===== src/verilog/ceau_pkg.sv =====
package ceau_pkg;

  // ==========================================================================
  // Operand sizes
  // ==========================================================================
  typedef enum logic [1:0] {
    CEAU_SZ_BYTE = 2'h0,
    CEAU_SZ_WORD = 2'h1,
    CEAU_SZ_LONG = 2'h2
  } ceau_size_t;

  // ==========================================================================
  // Addressing modes
  // ==========================================================================
  typedef enum logic [2:0] {
    CEAU_AM_REG_DIRECT = 3'h0,
    CEAU_AM_REG_IND = 3'h1,
    CEAU_AM_POST_INC = 3'h2,
    CEAU_AM_PRE_DEC = 3'h3,
    CEAU_AM_REG_DISP = 3'h4,
    CEAU_AM_INDEXED = 3'h5,
    CEAU_AM_GLOBAL_DISP = 3'h6
  } ceau_mode_t;

  // ==========================================================================
  // Flag operations
  // ==========================================================================
  typedef enum logic [2:0] {
    CEAU_FOP_NONE = 3'h0,
    CEAU_FOP_COMPARE_EQUAL = 3'h1,
    CEAU_FOP_COMPARE_SIGNED_GE = 3'h2,
    CEAU_FOP_ADD = 3'h3
  } ceau_flag_op_t;

  // ==========================================================================
  // Widths, field positions and reset values
  // ==========================================================================
  localparam int CEAU_DW = 32;
  localparam int CEAU_IMM_LSB = 0;
  localparam int CEAU_IMM_W = 8;
  localparam int CEAU_DISP4_W = 4;
  localparam int CEAU_DISP8_W = 8;
  localparam logic CEAU_FLAG_RST = 1'b0;

endpackage


===== src/verilog/ceau_core.sv =====
`timescale 1ns/1ps
module ceau_core
  import ceau_pkg::*;
(
  input wire logic clk_sys_i,
  input wire logic reset_i,
  input wire logic valid_i,
  input wire ceau_mode_t mode_i,
  input wire ceau_size_t size_i,
  input wire ceau_flag_op_t flag_op_i,
  input wire logic [15:0] instr_i,
  input wire logic use_imm_i,
  input wire logic [CEAU_DW-1:0] selected_general_register_i,
  input wire logic [CEAU_DW-1:0] source_register_i,
  input wire logic [CEAU_DW-1:0] zero_index_register_i,
  input wire logic [CEAU_DW-1:0] global_base_pointer_i,
  input wire logic branch_if_true_i,
  input wire logic branch_if_false_i,
  output logic mem_req_o,
  output logic [CEAU_DW-1:0] mem_addr_o,
  output logic [CEAU_DW-1:0] operand_o,
  output logic reg_wb_o,
  output logic [CEAU_DW-1:0] reg_wb_data_o,
  output logic test_flag_o,
  output logic branch_taken_o
);

  // ==========================================================================
  // Size decoding
  // ==========================================================================
  // Step for increment and decrement, same size as the scaling
  function automatic logic [CEAU_DW-1:0] ceau_step(input ceau_size_t sz);
    case (sz)
      CEAU_SZ_WORD: ceau_step = 32'h0000_0002;
      CEAU_SZ_LONG: ceau_step = 32'h0000_0004;
      default: ceau_step = 32'h0000_0001;
    endcase
  endfunction

  // Zero-extended displacement scaled by operand size
  function automatic logic [CEAU_DW-1:0] ceau_scale(input logic [7:0] d, input ceau_size_t sz);
    logic [CEAU_DW-1:0] z;
    z = {24'h00_0000, d};
    case (sz)
      CEAU_SZ_WORD: ceau_scale = {z[CEAU_DW-2:0], 1'b0};
      CEAU_SZ_LONG: ceau_scale = {z[CEAU_DW-3:0], 2'b00};
      default: ceau_scale = z;
    endcase
  endfunction

  logic [CEAU_DW-1:0] step;
  logic [CEAU_DW-1:0] addr_nxt;
  logic req_nxt;
  logic wb_nxt;
  logic [CEAU_DW-1:0] wb_data_nxt;
  logic [CEAU_DW-1:0] imm_ext;
  logic [CEAU_DW-1:0] cmp_src;
  logic test_flag_r;
  logic flag_nxt;

  assign step = ceau_step(size_i);

  // ==========================================================================
  // Immediate operand
  // ==========================================================================
  // Only an 8-bit field exists; sign-extended for compare
  assign imm_ext = {{(CEAU_DW-CEAU_IMM_W){instr_i[CEAU_IMM_LSB+CEAU_IMM_W-1]}},
                    instr_i[CEAU_IMM_LSB +: CEAU_IMM_W]};
  assign cmp_src = use_imm_i ? imm_ext : source_register_i;

  // ==========================================================================
  // Effective address generation
  // ==========================================================================
  // Address, memory request and base write-back per mode
  always_comb begin
    addr_nxt = '0;
    req_nxt = 1'b0;
    wb_nxt = 1'b0;
    wb_data_nxt = selected_general_register_i;
    case (mode_i)
      CEAU_AM_REG_DIRECT: begin
        req_nxt = 1'b0;
      end
      CEAU_AM_REG_IND: begin
        addr_nxt = selected_general_register_i;
        req_nxt = 1'b1;
      end
      CEAU_AM_POST_INC: begin
        addr_nxt = selected_general_register_i;
        req_nxt = 1'b1;
        wb_nxt = 1'b1;
        wb_data_nxt = selected_general_register_i + step;
      end
      CEAU_AM_PRE_DEC: begin
        addr_nxt = selected_general_register_i - step;
        req_nxt = 1'b1;
        wb_nxt = 1'b1;
        wb_data_nxt = selected_general_register_i - step;
      end
      CEAU_AM_REG_DISP: begin
        addr_nxt = selected_general_register_i
                   + ceau_scale({4'h0, instr_i[CEAU_DISP4_W-1:0]}, size_i);
        req_nxt = 1'b1;
      end
      CEAU_AM_INDEXED: begin
        addr_nxt = selected_general_register_i + zero_index_register_i;
        req_nxt = 1'b1;
      end
      CEAU_AM_GLOBAL_DISP: begin
        addr_nxt = global_base_pointer_i
                   + ceau_scale(instr_i[CEAU_DISP8_W-1:0], size_i);
        req_nxt = 1'b1;
      end
      default: begin
        req_nxt = 1'b0;
      end
    endcase
  end

  // Registered address-side outputs
  always_ff @(posedge clk_sys_i) begin
    if (reset_i) begin
      mem_req_o <= 1'b0;
      mem_addr_o <= '0;
      operand_o <= '0;
      reg_wb_o <= 1'b0;
      reg_wb_data_o <= '0;
    end else begin
      mem_req_o <= valid_i && req_nxt;
      mem_addr_o <= addr_nxt;
      operand_o <= selected_general_register_i;
      reg_wb_o <= valid_i && wb_nxt;
      reg_wb_data_o <= wb_data_nxt;
    end
  end

  // ==========================================================================
  // Test flag
  // ==========================================================================
  // Next flag value; only compares change it
  always_comb begin
    flag_nxt = test_flag_r;
    case (flag_op_i)
      CEAU_FOP_COMPARE_EQUAL: flag_nxt = (selected_general_register_i == cmp_src);
      CEAU_FOP_COMPARE_SIGNED_GE: flag_nxt = ($signed(selected_general_register_i)
                                   >= $signed(cmp_src));
      CEAU_FOP_ADD: flag_nxt = test_flag_r;
      default: flag_nxt = test_flag_r;
    endcase
  end

  // Status register test bit
  always_ff @(posedge clk_sys_i) begin
    if (reset_i) begin
      test_flag_r <= CEAU_FLAG_RST;
    end else if (valid_i) begin
      test_flag_r <= flag_nxt;
    end
  end

  assign test_flag_o = test_flag_r;

  // ==========================================================================
  // Branch resolution
  // ==========================================================================
  // Decided on the stored flag only
  always_ff @(posedge clk_sys_i) begin
    if (reset_i) begin
      branch_taken_o <= 1'b0;
    end else begin
      branch_taken_o <= valid_i && ((branch_if_true_i && test_flag_r)
                        || (branch_if_false_i && !test_flag_r));
    end
  end

  // ==========================================================================
  // Assertions
  // ==========================================================================
  AST_GE: assert property (@(posedge clk_sys_i) disable iff (reset_i)
    valid_i && flag_op_i == CEAU_FOP_COMPARE_SIGNED_GE |=>
      test_flag_o == ($signed($past(selected_general_register_i)) >= $signed($past(cmp_src))))
    else $error("ge compare flag wrong");
  AST_EQ: assert property (@(posedge clk_sys_i) disable iff (reset_i)
    valid_i && flag_op_i == CEAU_FOP_COMPARE_EQUAL |=>
      test_flag_o == ($past(selected_general_register_i) == $past(cmp_src)))
    else $error("eq compare flag wrong");
  AST_BT: assert property (@(posedge clk_sys_i) disable iff (reset_i)
    valid_i && branch_if_true_i && !branch_if_false_i |=> branch_taken_o == $past(test_flag_o))
    else $error("branch if true wrong");
  AST_BF: assert property (@(posedge clk_sys_i) disable iff (reset_i)
    valid_i && branch_if_false_i && !branch_if_true_i |=> branch_taken_o != $past(test_flag_o))
    else $error("branch if false wrong");
  AST_ADD: assert property (@(posedge clk_sys_i) disable iff (reset_i)
    flag_op_i inside {CEAU_FOP_ADD, CEAU_FOP_NONE} |=> $stable(test_flag_o))
    else $error("flag changed without compare");
  AST_DIRECT: assert property (@(posedge clk_sys_i) disable iff (reset_i)
    valid_i && mode_i == CEAU_AM_REG_DIRECT |=> !mem_req_o && !reg_wb_o)
    else $error("direct mode made access");
  AST_IND: assert property (@(posedge clk_sys_i) disable iff (reset_i)
    valid_i && mode_i == CEAU_AM_REG_IND |=>
      mem_req_o && !reg_wb_o && mem_addr_o == $past(selected_general_register_i))
    else $error("indirect address wrong");
  AST_POST: assert property (@(posedge clk_sys_i) disable iff (reset_i)
    valid_i && mode_i == CEAU_AM_POST_INC && size_i == CEAU_SZ_LONG |=>
      reg_wb_o && reg_wb_data_o == mem_addr_o + 32'h0000_0004)
    else $error("post increment wrong");
  AST_PRE: assert property (@(posedge clk_sys_i) disable iff (reset_i)
    valid_i && mode_i == CEAU_AM_PRE_DEC && size_i == CEAU_SZ_WORD |=>
      reg_wb_o && reg_wb_data_o == mem_addr_o
      && mem_addr_o == $past(selected_general_register_i) - 32'h0000_0002)
    else $error("pre decrement wrong");
  AST_DISP4: assert property (@(posedge clk_sys_i) disable iff (reset_i)
    valid_i && mode_i == CEAU_AM_REG_DISP && size_i == CEAU_SZ_LONG |=>
      mem_addr_o == $past(selected_general_register_i) + {26'h0, $past(instr_i[3:0]), 2'b00})
    else $error("register displacement wrong");
  AST_INDEX: assert property (@(posedge clk_sys_i) disable iff (reset_i)
    valid_i && mode_i == CEAU_AM_INDEXED |=>
      mem_addr_o == $past(selected_general_register_i) + $past(zero_index_register_i))
    else $error("indexed address wrong");
  AST_GDISP: assert property (@(posedge clk_sys_i) disable iff (reset_i)
    valid_i && mode_i == CEAU_AM_GLOBAL_DISP && size_i == CEAU_SZ_WORD |=>
      mem_addr_o == $past(global_base_pointer_i) + {23'h0, $past(instr_i[7:0]), 1'b0})
    else $error("global displacement wrong");

  // Idle cycles: no pulses and the flag holds
  AST_IDLE: assert property (@(posedge clk_sys_i) disable iff (reset_i)
    !valid_i |=> !mem_req_o && !reg_wb_o && !branch_taken_o && $stable(test_flag_o))
    else $error("idle cycle changed outputs");
  // Register direct passes the register through as operand
  AST_OPERAND: assert property (@(posedge clk_sys_i) disable iff (reset_i)
    valid_i && mode_i == CEAU_AM_REG_DIRECT |=>
      operand_o == $past(selected_general_register_i))
    else $error("direct operand wrong");
  // Both branch kinds at once, and no branch at all
  AST_BOTH: assert property (@(posedge clk_sys_i) disable iff (reset_i)
    valid_i && branch_if_true_i && branch_if_false_i |=> branch_taken_o)
    else $error("double branch not taken");
  AST_NOBR: assert property (@(posedge clk_sys_i) disable iff (reset_i)
    valid_i && !branch_if_true_i && !branch_if_false_i |=> !branch_taken_o)
    else $error("branch taken without request");
  // Remaining sizes of each update and displacement mode
  AST_POST_B: assert property (@(posedge clk_sys_i) disable iff (reset_i)
    valid_i && mode_i == CEAU_AM_POST_INC && size_i == CEAU_SZ_BYTE |=>
      reg_wb_o && mem_addr_o == $past(selected_general_register_i)
      && reg_wb_data_o == $past(selected_general_register_i) + 32'h0000_0001)
    else $error("byte post increment wrong");
  AST_POST_W: assert property (@(posedge clk_sys_i) disable iff (reset_i)
    valid_i && mode_i == CEAU_AM_POST_INC && size_i == CEAU_SZ_WORD |=>
      reg_wb_o && mem_addr_o == $past(selected_general_register_i)
      && reg_wb_data_o == $past(selected_general_register_i) + 32'h0000_0002)
    else $error("word post increment wrong");
  AST_PRE_B: assert property (@(posedge clk_sys_i) disable iff (reset_i)
    valid_i && mode_i == CEAU_AM_PRE_DEC && size_i == CEAU_SZ_BYTE |=>
      reg_wb_o && mem_req_o && reg_wb_data_o == mem_addr_o
      && mem_addr_o == $past(selected_general_register_i) - 32'h0000_0001)
    else $error("byte pre decrement wrong");
  AST_PRE_L: assert property (@(posedge clk_sys_i) disable iff (reset_i)
    valid_i && mode_i == CEAU_AM_PRE_DEC && size_i == CEAU_SZ_LONG |=>
      reg_wb_o && mem_req_o && reg_wb_data_o == mem_addr_o
      && mem_addr_o == $past(selected_general_register_i) - 32'h0000_0004)
    else $error("longword pre decrement wrong");
  AST_DISP4_B: assert property (@(posedge clk_sys_i) disable iff (reset_i)
    valid_i && mode_i == CEAU_AM_REG_DISP && size_i == CEAU_SZ_BYTE |=>
      mem_addr_o == $past(selected_general_register_i) + {28'h0, $past(instr_i[3:0])})
    else $error("byte register displacement wrong");
  AST_DISP4_W: assert property (@(posedge clk_sys_i) disable iff (reset_i)
    valid_i && mode_i == CEAU_AM_REG_DISP && size_i == CEAU_SZ_WORD |=>
      mem_addr_o == $past(selected_general_register_i) + {27'h0, $past(instr_i[3:0]), 1'b0})
    else $error("word register displacement wrong");
  AST_GDISP_B: assert property (@(posedge clk_sys_i) disable iff (reset_i)
    valid_i && mode_i == CEAU_AM_GLOBAL_DISP && size_i == CEAU_SZ_BYTE |=>
      mem_addr_o == $past(global_base_pointer_i) + {24'h0, $past(instr_i[7:0])})
    else $error("byte global displacement wrong");
  AST_GDISP_L: assert property (@(posedge clk_sys_i) disable iff (reset_i)
    valid_i && mode_i == CEAU_AM_GLOBAL_DISP && size_i == CEAU_SZ_LONG |=>
      mem_addr_o == $past(global_base_pointer_i) + {22'h0, $past(instr_i[7:0]), 2'b00})
    else $error("longword global displacement wrong");

  COV_GE_BT: cover property (@(posedge clk_sys_i) disable iff (reset_i)
    valid_i && flag_op_i == CEAU_FOP_COMPARE_SIGNED_GE ##1 valid_i && branch_if_true_i ##1 branch_taken_o);
  COV_EQ_BF: cover property (@(posedge clk_sys_i) disable iff (reset_i)
    valid_i && flag_op_i == CEAU_FOP_COMPARE_EQUAL ##1 valid_i && branch_if_false_i ##1 branch_taken_o);
  COV_POST: cover property (@(posedge clk_sys_i) disable iff (reset_i)
    valid_i && mode_i == CEAU_AM_POST_INC ##1 reg_wb_o);
  COV_GDISP: cover property (@(posedge clk_sys_i) disable iff (reset_i)
    valid_i && mode_i == CEAU_AM_GLOBAL_DISP ##1 mem_req_o);

endmodule


===== config.mk =====
export PLATFORM = sky130hd
export DESIGN_NAME = ceau_core
export DESIGN_NICKNAME = d
export VERILOG_FILES = /design/src/verilog/ceau_pkg.sv /design/src/verilog/ceau_core.sv
export SDC_FILE = /design/constraint.sdc
export NUM_CORES = 1
export LEC_CHECK = 0
export BUFFER_PORTS_ARGS = -buffer_cell sky130_fd_sc_hd__buf_2
export CORE_UTILIZATION = 58
export DETAILED_ROUTE_END_ITERATION = 8
export GPL_ROUTABILITY_DRIVEN = 0
export PLACE_DENSITY_LB_ADDON = 0.08
export SYNTH_ARGS = -nofsm -noshare
export SYNTH_HDL_FRONTEND = slang
export SYNTH_SLANG_ARGS = --single-unit
export TNS_END_PERCENT = 10

===== constraint.sdc =====
create_clock -name clk_sys_i -period 7.95 [get_ports clk_sys_i]
set_input_delay 1.1925 -clock clk_sys_i [delete_from_list [all_inputs] [get_ports clk_sys_i]]
set_output_delay 1.1925 -clock clk_sys_i [all_outputs]
set_load 0.01 [all_outputs]

==> qor.yml <==
wire_per_inst_um: 17.8
start_kind: "input pin"
crit_arrival_ps: 5470
slew_violations: 0
ys_seq_area_share_pct: 21.9
rsz0062_at_grt: "no"
cts_tree: "built"
die-width_um: 127
clockBufferDepth: 2
power.density_mw_per_mm2: 139
min_path_type: "reg -> reg"
antenna_left: 0
core_region_area_mm2: 0.0153
placed_area_mm2: 0.0104
dr.first_iter.drc_count: 1119
cts_num_sinks: 100
cp_common_cell: "o31ai_4"
cp_slowest_cell: "nor2b_2"
crit_family: "compound AO/OA/AOI/OAI gates"
cts_setup_buffers: 0
fin_crit_ps: 5240
io_pins: 258
grtUsageTotal_pct: 35.2
grt_pass1_wl_um: 45400
tns_ps: 0
dp_slack_ps: 2470
hold_viol: 0
vdd_drop_max_mv: 0.106
via_per_inst: 6.18
finalPower_mw: 1.48
die-area_mm2: 0.0162
die_h_um: 127
num_rows: 45
drive_above_1_share_pct: 22.0
outcome: "finished, final reports clean"
end_kind: "register"
synthesis.nets: 1450
finalInstanceArea_mm2: 0.0107
layout.cells.non_filler: 1611
finalSetupViolCount: 0
worst-path-buf-inv: 1
grt_pass1_vias: 8902
initial_core_util_pct: 59.8
nFillCells: 1367
fin_nets: 1637
drc: 0
max_freq_mhz: 191
synth_edf_count: 0
ys_types: 86
critical_path_peak_fanout: 19
worstPathRequired_ps: 8180
holdBufCountCts: 0
via_count: 9954
drv_cap: 0
netlist_instances: 1206
antenna_found_initial: 2
numCtsBuffers: 9
cts_root_buf: "clkbuf_16"
fin_skew_ps: 1.40
dr.pass1.iters: 5
clk_pin_slew_worst_paths_ps: 80
area_growth_pct: 17.2
overflow: 0
hpwl_um: 22500
clk_latency_ps: 360
fin_crit_sh_pct: 65.9
synth_ff_type: "dfxtp_1"
grt_max_degree: 75
slowest_delay_ps: 730
ctsResizeCount: 0
place.port_buffers: 249
async_flop_share_pct: 0
tightest_slew_ps: 929
yosys_warnings: 0
wl_um: 28800
htree_levels: 3
worst-setup-path-type: "in -> reg"
ys_ff_latch: 100
placed_cells: 1592
leakage_nw: 4.88
slew_headroom_pct: 37.9
syn_area_per_cell_um2: 7.57
syn-cell-area_mm2: 0.00913
timing.final.ws_setup_ps: 2710
cp_cell_sequence: "buf_2 -> nor2b_2 -> nand2_1 -> mux2_2 -> ha_1 -> fa_1 -> a21oi_1 -> o211a_1 -> o31ai_4 -> a31oi_2 -> o31ai_4 -> xor2_1 -> a221oi_1 -> nor2_1"
[layer usage]
metal | vias to the layer above | part of all wire [%] | GRT usage [%]
met4 | 0 | 2.7 | 12.8
li1 | 4819 | - | -
met5 | - | 0 | 0
met2 | 590 | 43 | 54.2
met3 | 65 | 10 | 4.82
met1 | 4480 | 44 | 50.0
[final timing paths]
kind               start              to  slack (ps)  cells past startpoint
max            mode_i[2]  mem_addr_o[22]        2710                     14
min          test_flag_o     test_flag_o         640                      2
max reg2reg  test_flag_o  branch_taken_o        6700                      2
min reg2reg  test_flag_o     test_flag_o         640                      2
[sequential cells by signal, indices dropped and copies added, names as in the netlist]
name            count
test_flag_o         1
reg_wb_data_o      32
mem_addr_o         32
reg_wb_o            1
mem_req_o           1
operand_o          32
branch_taken_o      1
[through the flow]
stage	hold slack (ps)	util [%]
after global routing	663	70.0
after CTS	639	70.0
final	644	70.1
after global placement	610	68.0
after detailed placement	620	68.0
after floorplan	558	-
[synthesized netlist by cell type (15+ instances only)]
cell	n	area share (%)
a221oi_1	15	1.4
or3_1	23	1.6
nand4_1	18	1.2
xor2_1	27	2.6
a21oi_1	131	7.2
xnor2_1	41	3.9
clkbuf_1	68	2.8
nand2_1	93	3.8
a31oi_1	15	1.0
ha_1	82	11
and3_1	46	3.2
inv_1	27	1.1
nor2_1	113	4.6
nor2b_1	47	3.2
nand3_1	26	1.4
o21ai_0	60	3.3
a21o_1	22	1.8
nor3_1	28	1.5
dfxtp_1	100	22
[kinds of logic after synthesis]
kind of cell / count (synthesis) / share of synthesized area, %
simple gates: 469 / 27.5
compound gates: 355 / 25.4
buf+inv: 113 / 4.84
flops: 100 / 21.9
fa+ha+maj: 86 / 12.1
xor+xnor: 68 / 6.53
mux: 15 / 1.69
[cell type report]
class | instances | area [µm²] | area share, %
Tap cell | 211 | 264 | 2.47
Inverter | 29 | 109 | 1.02
Clock inverter | 6 | 72.6 | 0.679
Sequential cell | 100 | 2000 | 18.7
Timing Repair Buffer | 260 | 1330 | 12.4
Antenna cell | 3 | 7.51 | 0.0702
Multi-Input combinational cell | 993 | 6680 | 62.5
Clock buffer | 9 | 225 | 2.11
[report_power, final]
part	switching (mW)	internal (mW)
Clock	0.203	0.246
Sequential	0.00932	0.533
Combinational	0.298	0.195
[layout by cell type (no fill, tap or decap), types with 7 or more instances in the layout]
cell type / count
a21o_1: 22
a21oi_1: 131
a221oi_1: 15
a22oi_1: 11
a31oi_1: 15
a32oi_1: 11
and2_1: 7
and3_1: 46
buf_2: 250
buf_4: 10
clkbuf_16: 9
dfxtp_1: 100
ha_1: 82
inv_1: 27
mux2i_1: 12
nand2_1: 93
nand2b_1: 11
nand3_1: 26
nand4_1: 18
nor2_1: 113
nor2b_1: 46
nor3_1: 28
nor3b_1: 11
nor4_1: 10
o21ai_0: 60
o22ai_1: 11
o31ai_1: 8
or3_1: 23
or4_1: 8
xnor2_1: 41
xor2_1: 27
[worst register-to-register path, cell delays in order (launching register included)]
cell,delay (ps)
dfxtp_1,420
mux2i_1,580
nor2_1,110
No activity file was read; power rests on OpenSTA's default activity.
